## src/duart_pins_pkg.sv

```systemverilog
// Contract
// on interrupt acknowledge, drive vector and transfer ack only if irq pending
// system supplies a continuous reference clock near 3.6864 MHz
// receivers take lsb first; high line is mark, low is space
// transmitters send lsb first; output held mark when disabled, idle, loopback (a frame under way when tx_enable drops is still sent in full)
// out port bit 0/1 selectable as general output or channel a/b rts_n
// rts_n may auto-deassert on receiver condition or transmitter completion
// out port bit 2 selectable as channel a tx clock at 1x or 16x
// out port bit 4 selectable as open-drain active-low rx ready or fifo full
// multi-function bits default to general output until configured otherwise
package duart_pins_pkg;
  localparam int unsigned CLK_HZ         = 10_000_000;
  localparam int unsigned REF_CLK_HZ     = 3_686_400;
  localparam int unsigned DATA_BITS      = 8;
  localparam int unsigned OVERSAMPLE     = 16;
  localparam int unsigned BAUD_DIV_W     = 16;
  localparam logic [15:0] BAUD_DIV_RST   = 16'h0041;
  localparam logic [7:0]  VECTOR_RST     = 8'h0F;
  localparam int unsigned FIFO_DEPTH     = 4;
  localparam int unsigned BIT_RTS_A      = 0;
  localparam int unsigned BIT_RTS_B      = 1;
  localparam int unsigned BIT_TXCLK_A    = 2;
  localparam int unsigned BIT_RXRDY_A    = 4;
  localparam logic [7:0]  OUT_PORT_RST   = 8'h00;
  typedef enum logic {TXCLK_1X, TXCLK_16X} txclk_sel_e;
  typedef enum logic {RXIND_READY, RXIND_FULL} rxind_sel_e;
endpackage

```

## src/uart_chan.sv

```systemverilog
`timescale 1ns/1ps
`default_nettype none
module uart_chan
  import duart_pins_pkg::*;
(
  // clock
  input  wire logic                    clk_sys,
  input  wire logic                    rst_n,
  input  wire logic                    clk_en,
  // config
  input  wire logic [BAUD_DIV_W-1:0]   baud_div,
  input  wire logic                    tx_enable,
  input  wire logic                    rx_enable,
  input  wire logic                    loopback,
  // line
  input  wire logic                    serial_in_sync,
  output logic                         serial_out,
  output logic                         tick16,
  output logic                         tick1,
  // tx user
  input  wire logic                    tx_valid,
  input  wire logic [DATA_BITS-1:0]    tx_data,
  output logic                         tx_ready,
  output logic                         tx_done,
  // rx user
  output logic                         rx_valid,
  output logic [DATA_BITS-1:0]         rx_data,
  input  wire logic                    rx_take,
  output logic [2:0]                   rx_count
);
  typedef enum logic [1:0] {S_IDLE, S_START, S_DATA, S_STOP} st_e;
  logic [BAUD_DIV_W-1:0] div_r;
  logic [3:0]            ph_r;
  st_e                   tst_r, rst_r;
  logic [3:0]            tph_r, rph_r;
  logic [2:0]            tbit_r, rbit_r;
  logic [DATA_BITS-1:0]  tsh_r, rsh_r;
  logic [DATA_BITS-1:0]  fifo_r [FIFO_DEPTH];
  logic [1:0]            wp_r, rp_r;
  logic                  rx_line;
  logic                  push;

  ////////////////////////////////////////////////////////////////////////////
  // baud generator
  always_ff @(posedge clk_sys) begin
    if (!rst_n) begin
      div_r <= '0;
      ph_r  <= '0;
    end else if (clk_en) begin
      if (div_r >= baud_div - 1'b1) begin
        div_r <= '0;
        ph_r  <= ph_r + 1'b1;
      end else begin
        div_r <= div_r + 1'b1;
      end
    end
  end
  assign tick16 = clk_en && (div_r >= baud_div - 1'b1);
  assign tick1  = tick16 && (ph_r == 4'hF);

  ////////////////////////////////////////////////////////////////////////////
  // transmitter
  assign tx_ready = tx_enable && (tst_r == S_IDLE);
  always_ff @(posedge clk_sys) begin
    if (!rst_n) begin
      tst_r      <= S_IDLE;
      tph_r      <= '0;
      tbit_r     <= '0;
      tsh_r      <= '0;
      serial_out <= 1'b1;
      tx_done    <= 1'b0;
    end else if (clk_en) begin
      tx_done <= 1'b0;
      unique case (tst_r)
        S_IDLE: begin
          serial_out <= 1'b1;
          if (tx_valid && tx_ready) begin
            tsh_r <= tx_data;
            tph_r <= '0;
            tst_r <= S_START;
          end
        end
        S_START: begin
          serial_out <= loopback;
          if (tick16) begin
            tph_r <= tph_r + 1'b1;
            if (tph_r == 4'hF) begin
              tbit_r <= '0;
              tst_r  <= S_DATA;
            end
          end
        end
        S_DATA: begin
          serial_out <= tsh_r[0] | loopback;
          if (tick16) begin
            tph_r <= tph_r + 1'b1;
            if (tph_r == 4'hF) begin
              tsh_r  <= tsh_r >> 1;
              tbit_r <= tbit_r + 1'b1;
              if (tbit_r == 3'(DATA_BITS - 1))
                tst_r <= S_STOP;
            end
          end
        end
        S_STOP: begin
          serial_out <= 1'b1;
          if (tick16) begin
            tph_r <= tph_r + 1'b1;
            if (tph_r == 4'hF) begin
              tst_r   <= S_IDLE;
              tx_done <= 1'b1;
            end
          end
        end
      endcase
    end
  end

  ////////////////////////////////////////////////////////////////////////////
  // receiver
  assign rx_line = loopback ? (tst_r == S_DATA ? tsh_r[0] : tst_r != S_START)
                            : serial_in_sync;
  assign push = clk_en && tick16 && rst_r == S_STOP && rph_r == 4'hF &&
                rx_line && rx_count != 3'(FIFO_DEPTH);
  always_ff @(posedge clk_sys) begin
    if (!rst_n) begin
      rst_r  <= S_IDLE;
      rph_r  <= '0;
      rbit_r <= '0;
      rsh_r  <= '0;
    end else if (clk_en && tick16) begin
      unique case (rst_r)
        S_IDLE: begin
          rph_r <= '0;
          if (rx_enable && !rx_line)
            rst_r <= S_START;
        end
        S_START: begin
          rph_r <= rph_r + 1'b1;
          if (rph_r == 4'h7) begin
            rph_r  <= '0;
            rbit_r <= '0;
            rst_r  <= rx_line ? S_IDLE : S_DATA;
          end
        end
        S_DATA: begin
          rph_r <= rph_r + 1'b1;
          if (rph_r == 4'hF) begin
            rsh_r  <= {rx_line, rsh_r[DATA_BITS-1:1]};
            rbit_r <= rbit_r + 1'b1;
            if (rbit_r == 3'(DATA_BITS - 1))
              rst_r <= S_STOP;
          end
        end
        S_STOP: begin
          rph_r <= rph_r + 1'b1;
          if (rph_r == 4'hF)
            rst_r <= S_IDLE;
        end
      endcase
    end
  end

  always_ff @(posedge clk_sys) begin
    if (!rst_n) begin
      wp_r     <= '0;
      rp_r     <= '0;
      rx_count <= '0;
      rx_data  <= '0;
    end else if (clk_en) begin
      if (push) begin
        fifo_r[wp_r] <= rsh_r;
        wp_r         <= wp_r + 1'b1;
      end
      if (rx_take && rx_valid)
        rp_r <= rp_r + 1'b1;
      rx_count <= rx_count + 3'(push) - 3'(rx_take && rx_valid);
      rx_data  <= fifo_r[(rx_take && rx_valid) ? rp_r + 1'b1 : rp_r];
    end
  end
  assign rx_valid = (rx_count != '0) && (wp_r != rp_r || rx_count[2]);
endmodule
`default_nettype wire

```

## src/duart_pins.sv

```systemverilog
`timescale 1ns/1ps
`default_nettype none
module duart_pins
  import duart_pins_pkg::*;
(
  // clock
  input  wire logic                  clk_sys,
  input  wire logic                  rst_n,
  input  wire logic                  clk_en,
  // interrupt acknowledge
  input  wire logic                  irq_ack_in_n,
  input  wire logic                  irq_pending,
  input  wire logic [7:0]            irq_vector,
  output logic [7:0]                 data_out,
  output logic                       data_oe,
  output logic                       transfer_ack_n,
  output logic                       transfer_ack_oe,
  // configuration
  input  wire logic [BAUD_DIV_W-1:0] baud_div_a,
  input  wire logic [BAUD_DIV_W-1:0] baud_div_b,
  input  wire logic [1:0]            tx_enable,
  input  wire logic [1:0]            rx_enable,
  input  wire logic [1:0]            loopback,
  input  wire logic [7:0]            out_port_gp,
  input  wire logic [1:0]            rts_sel,
  input  wire logic [1:0]            rts_auto_rx,
  input  wire logic [1:0]            rts_auto_tx,
  input  wire logic [1:0]            rts_assert,
  input  wire logic                  txclk_sel_en,
  input  wire txclk_sel_e            txclk_rate,
  input  wire logic                  rxind_sel_en,
  input  wire rxind_sel_e            rxind_mode,
  // serial lines
  input  wire logic                  serial_in_ch_a,
  input  wire logic                  serial_in_ch_b,
  output logic                       serial_out_ch_a,
  output logic                       serial_out_ch_b,
  // channel a data
  input  wire logic                  tx_valid_a,
  input  wire logic [7:0]            tx_data_a,
  output logic                       tx_ready_a,
  output logic                       rx_valid_a,
  output logic [7:0]                 rx_data_a,
  input  wire logic                  rx_take_a,
  // channel b data
  input  wire logic                  tx_valid_b,
  input  wire logic [7:0]            tx_data_b,
  output logic                       tx_ready_b,
  output logic                       rx_valid_b,
  output logic [7:0]                 rx_data_b,
  input  wire logic                  rx_take_b,
  // output port
  output logic [7:0]                 out_port,
  output logic                       out_port_bit4_oe
);
  import duart_pins_pkg::*;
  logic [1:0] iack_s_r, rxa_s_r, rxb_s_r;
  logic [1:0] rts_r, txclk_r;
  logic [3:0] txph_r;
  logic [1:0] tick16, tick1, tx_done;
  logic [2:0] cnt_a, cnt_b;
  logic       ack_done_r;
  logic       rx_ind_n;

  ////////////////////////////////////////////////////////////////////////////
  // input synchronisers
  always_ff @(posedge clk_sys) begin
    if (!rst_n) begin
      iack_s_r <= 2'b11;
      rxa_s_r  <= 2'b11;
      rxb_s_r  <= 2'b11;
    end else if (clk_en) begin
      iack_s_r <= {iack_s_r[0], irq_ack_in_n};
      rxa_s_r  <= {rxa_s_r[0], serial_in_ch_a};
      rxb_s_r  <= {rxb_s_r[0], serial_in_ch_b};
    end
  end

  ////////////////////////////////////////////////////////////////////////////
  // interrupt acknowledge answer
  always_ff @(posedge clk_sys) begin
    if (!rst_n) begin
      data_out        <= '0;
      data_oe         <= 1'b0;
      transfer_ack_n  <= 1'b1;
      transfer_ack_oe <= 1'b0;
      ack_done_r      <= 1'b0;
    end else if (clk_en) begin
      if (!iack_s_r[1] && irq_pending && !ack_done_r) begin
        data_out        <= irq_vector;
        data_oe         <= 1'b1;
        transfer_ack_n  <= 1'b0;
        transfer_ack_oe <= 1'b1;
        ack_done_r      <= 1'b1;
      end else if (iack_s_r[1]) begin
        data_oe         <= 1'b0;
        transfer_ack_n  <= 1'b1;
        transfer_ack_oe <= 1'b0;
        ack_done_r      <= 1'b0;
      end
    end
  end

  ////////////////////////////////////////////////////////////////////////////
  // channels
  uart_chan u_chan_a (
    .clk_sys        (clk_sys),
    .rst_n          (rst_n),
    .clk_en         (clk_en),
    .baud_div       (baud_div_a),
    .tx_enable      (tx_enable[0]),
    .rx_enable      (rx_enable[0]),
    .loopback       (loopback[0]),
    .serial_in_sync (rxa_s_r[1]),
    .serial_out     (serial_out_ch_a),
    .tick16         (tick16[0]),
    .tick1          (tick1[0]),
    .tx_valid       (tx_valid_a),
    .tx_data        (tx_data_a),
    .tx_ready       (tx_ready_a),
    .tx_done        (tx_done[0]),
    .rx_valid       (rx_valid_a),
    .rx_data        (rx_data_a),
    .rx_take        (rx_take_a),
    .rx_count       (cnt_a)
  );
  uart_chan u_chan_b (
    .clk_sys        (clk_sys),
    .rst_n          (rst_n),
    .clk_en         (clk_en),
    .baud_div       (baud_div_b),
    .tx_enable      (tx_enable[1]),
    .rx_enable      (rx_enable[1]),
    .loopback       (loopback[1]),
    .serial_in_sync (rxb_s_r[1]),
    .serial_out     (serial_out_ch_b),
    .tick16         (tick16[1]),
    .tick1          (tick1[1]),
    .tx_valid       (tx_valid_b),
    .tx_data        (tx_data_b),
    .tx_ready       (tx_ready_b),
    .tx_done        (tx_done[1]),
    .rx_valid       (rx_valid_b),
    .rx_data        (rx_data_b),
    .rx_take        (rx_take_b),
    .rx_count       (cnt_b)
  );

  ////////////////////////////////////////////////////////////////////////////
  // request to send, active high internally
  always_ff @(posedge clk_sys) begin
    if (!rst_n) begin
      rts_r <= '0;
    end else if (clk_en) begin
      for (int i = 0; i < 2; i++) begin
        if ((rts_auto_tx[i] && tx_done[i]) ||
            (rts_auto_rx[i] && (i == 0 ? cnt_a : cnt_b) ==
             3'(FIFO_DEPTH)))
          rts_r[i] <= 1'b0;
        else if (rts_assert[i])
          rts_r[i] <= 1'b1;
      end
    end
  end

  // tx clock output for channel a
  // 16x: one pulse per tick; 1x: square wave over sixteen ticks
  always_ff @(posedge clk_sys) begin
    if (!rst_n) begin
      txclk_r <= '0;
      txph_r  <= '0;
    end else if (clk_en) begin
      txclk_r[0] <= tick16[0];
      if (tick1[0])
        txph_r <= '0;
      else if (tick16[0])
        txph_r <= txph_r + 1'b1;
      txclk_r[1] <= txph_r[3];
    end
  end

  assign rx_ind_n = (rxind_mode == RXIND_FULL) ?
                    (cnt_a != 3'(FIFO_DEPTH)) : (cnt_a == 3'd0);

  ////////////////////////////////////////////////////////////////////////////
  // output port multiplexing
  always_ff @(posedge clk_sys) begin
    if (!rst_n) begin
      out_port         <= ~OUT_PORT_RST;
      out_port_bit4_oe <= 1'b1;
    end else if (clk_en) begin
      out_port <= ~out_port_gp;
      out_port_bit4_oe <= 1'b1;
      if (rts_sel[0])
        out_port[BIT_RTS_A] <= ~rts_r[0];
      if (rts_sel[1])
        out_port[BIT_RTS_B] <= ~rts_r[1];
      if (txclk_sel_en)
        out_port[BIT_TXCLK_A] <= (txclk_rate == TXCLK_16X) ?
                                 txclk_r[0] : txclk_r[1];
      if (rxind_sel_en) begin
        out_port[BIT_RXRDY_A] <= 1'b0;
        out_port_bit4_oe      <= ~rx_ind_n;
      end
    end
  end
endmodule
`default_nettype wire

```

## config.mk

```make
export PLATFORM = sky130hd
export DESIGN_NAME = duart_pins
export DESIGN_NICKNAME = d
export VERILOG_FILES = /design/src/duart_pins_pkg.sv /design/src/uart_chan.sv /design/src/duart_pins.sv
export SDC_FILE = /design/constraint.sdc
export NUM_CORES = 1
export LEC_CHECK = 0
export BUFFER_PORTS_ARGS = -buffer_cell sky130_fd_sc_hd__buf_2
export CAP_MARGIN = 20
export CORE_MARGIN = 3
export CORE_UTILIZATION = 30
export DETAILED_ROUTE_END_ITERATION = 6
export SLEW_MARGIN = 20
export SYNTH_ARGS = -nofsm -noshare
export SYNTH_HDL_FRONTEND = slang
export SYNTH_HIERARCHICAL = 1
export SYNTH_SLANG_ARGS = --single-unit
```

## constraint.sdc

```tcl
create_clock -name clk_sys -period 4.67 [get_ports clk_sys]
set_clock_uncertainty 0.15 [all_clocks]
set_input_delay 0.467 -clock clk_sys [delete_from_list [all_inputs] [get_ports clk_sys]]
set_output_delay 0.467 -clock clk_sys [all_outputs]
set_load 0.005 [all_outputs]
```

==> impl_metrics.csv <==
group,metric,value,unit
floorplan,io_pins,135,
drt,maxUsedRoutingLayer,"met5",
layout,fillers,4125,
clock_network,cts_buffers,28,
sta,tightestPinTransition,853,ps
synthesis,syn-num-nets,1474,
synthesis,yosysWarnings,6,
clock_network,clock_latency,550,ps
place,placed_area,0.0139,mm^2
drt,final_antenna_net_count,0,
clock_network,cts_tree,"done",
synthesis,avgSynthCellArea,9.69,um^2
clock_network,htree_num_levels,1,
floorplan,rows,74,
layout,area_growth,18.7,%
place,port_buffers,134,
clock_network,post-cts-setup-buffers,0,
layout,finalCoreUtilization,36.5,%
global_route,overflow,0,
sta,max_freq,0.242,GHz
critical_path,startpoint_type,"input port",
global_route,antenna_found_initial,3,
sta,hold_violations,0,
drt,dr.pass1.iters,5,
clock_network,path_clk_slew,60,ps
place,gp_congestion,0.792,
critical_path,setup.worst_path.start,"baud_div_b[7]",
floorplan,die_h,212,um
drt,drt_iter0_markers,515,
floorplan,coreArea,0.0413,mm^2
synthesis,netlist_instances,1309,
place,place_inst,1935,
place,pre_cts_slack,-17.6,ps
critical_path,critPathKind,"in -> reg",
layout,drive_above_1_share,18.3,%
drt,totalWireLength,31.6,mm
flow_run,maxCapViolations,0,
critical_path,cp.required,4960,ps
min_path,worstHoldStart,"out_port_gp[3]",
drt,num_vias,10100,
global_route,grt_use_total,14.0,%
power_and_ir_drop,p_per_area,323,mW/mm^2
clock_network,clock-root-buffer,"clkbuf_16",
sta,finalCriticalPeriod,4130,ps
sta,rsz0062_at_grt,"no",
critical_path,arrival,4420,ps
sta,relSlewSlack,43.1,%
drt,wire_per_inst,15.8,um
floorplan,die_x,212,um
drt,wl_met2,14.8,mm
clock_network,cts.sinks,235,
sta,setup_viol,0,
drt,m1WireLength,14.5,mm
global_route,grt_pass1_wl,51.4,mm
clock_network,clock_path_buffers,3,
run_status,status,"complete, no violations",
power_and_ir_drop,power.leakage,0.00606,uW
place,dp_hpwl,22.6,mm
layout,finalNonFillerCells,2001,
floorplan,die_area,0.0448,mm^2
clock_network,cts_resized,0,
synthesis,synth_area,0.0127,mm^2
drt,dr_wl_met3,1.76,mm
layout,final_cell_area,0.0151,mm^2
sta,fin_crit_sh,88.5,%
critical_path,end_kind,"register",
sta,setup_ws,538,ps
floorplan,initial_core_util,30.7,%
sta,slew_viol_final,0,
layout,nets,1610,
critical_path,worst-path-max-fanout,3,
critical_path,r2r_start,"u_chan_b/tst_r[0]$_SDFFE_PN0P_",
min_path,min_path_type,"in -> reg",
drt,drc,0,
global_route,grt_pass1_vias,9942,
drt,vias_per_cell,5.06,
power_and_ir_drop,ir_drop,0.251,mV
global_route,grt_max_degree,79,
[metal layers]
metal	vias to the layer above	GRT usage [%]
li1	5029	-
met1	4826	18.5
met2	216	23.6
met3	42	2.80
met4	4	3.58
met5	-	0
[layout by cell type, fill, tap and decap left out, types with 5 or more instances in the layout]
cell	n
mux2_2	7
o21ai_0	70
and3_1	14
xor2_1	26
a221oi_1	32
o21bai_1	10
buf_2	132
a21oi_1	42
a211oi_1	5
o22ai_1	23
bufinv_16	6
o211a_1	9
dfxtp_1	171
nor2_1	94
a32o_1	5
mux4_2	16
or3_1	5
ha_1	70
mux2i_1	75
edfxtp_1	64
and2_1	20
nand2_1	168
xnor2_1	45
a21boi_0	6
nand4_1	26
nor2b_1	14
a21o_1	6
nand3_1	46
dlygate4sd3_1	12
a21boi_1	5
nor3_1	16
inv_1	40
clkbuf_16	29
nand2b_1	15
buf_4	31
[flip-flops by register name, summed over array words and instances, names as in the netlist, 8 cells and up, named ones only]
register and cells:
u_chan_a/fifo_r 32, u_chan_a/div_r 16, u_chan_b/div_r 16, u_chan_a/rsh_r 8, u_chan_a/tsh_r 8, u_chan_b/fifo_r 32, u_chan_b/rx_data 8, out_port 8
u_chan_b/rsh_r 8, data_out 8, u_chan_a/rx_data 8, u_chan_b/tsh_r 8
[worst max-delay path, cell delays in order]
cell and delay [ps]:
buf_2 110, or3_1 400, or2_1 250, nor4_2 210
nand2_1 130, nor3_1 210, xnor2_1 100, ha_1 320
nand4_1 150, nor3_2 280, nand3b_2 140, a31oi_4 190
nand2_1 80, ha_1 270, inv_1 40, ha_1 180
fa_1 380, xnor2_1 150, nand2_1 80, xnor2_1 130
and2_1 160
[worst paths after layout]
path                                       end  slack [ps]  cells after the start
min                   out_port[3]$_SDFFE_PN1P_          40                      4
max reg2reg  u_chan_b/rx_count[2]$_SDFFE_PN0P_        1250                     15
max          u_chan_b/rx_count[2]$_SDFFE_PN0P_         540                     21
min reg2reg     u_chan_b/tsh_r[6]$_SDFFE_PN0P_         310                      2
[where the power goes]
| group | switching (uW) | internal (uW) | total [uW] |
|---|---|---|---|
| sequential | 23.5 | 2120 | 2140 |
| combinational | 197 | 148 | 345 |
| clock | 906 | 1480 | 2390 |
[per-stage QoR]
stage	TNS [ps]	total power, uW	hold WS, ps
floorplan	0	2390	283
global placement	0	2510	292
detailed placement	-23.0	2520	302
CTS	0	4950	1.81
global route	0	5080	29.4
finish	0	4870	35.0
[repair_timing]
item                       4_1_cts  5_1_grt
hold endpoints to repair        12        0
setup endpoints to repair        0        0
hold buffers                    12        0
[area by class of cell]
class	instances	area, um^2	share of cell area (%)
Clock inverter	19	260	1.73
Inverter	46	175	1.16
Clock buffer	33	751	4.99
Multi-Input combinational cell	959	6840	45.4
Antenna cell	2	5.00	0.0332
Tap cell	532	666	4.42
Timing Repair Buffer	175	1010	6.73
Sequential cell	235	5350	35.5
Power figures use the tool's default switching activity.
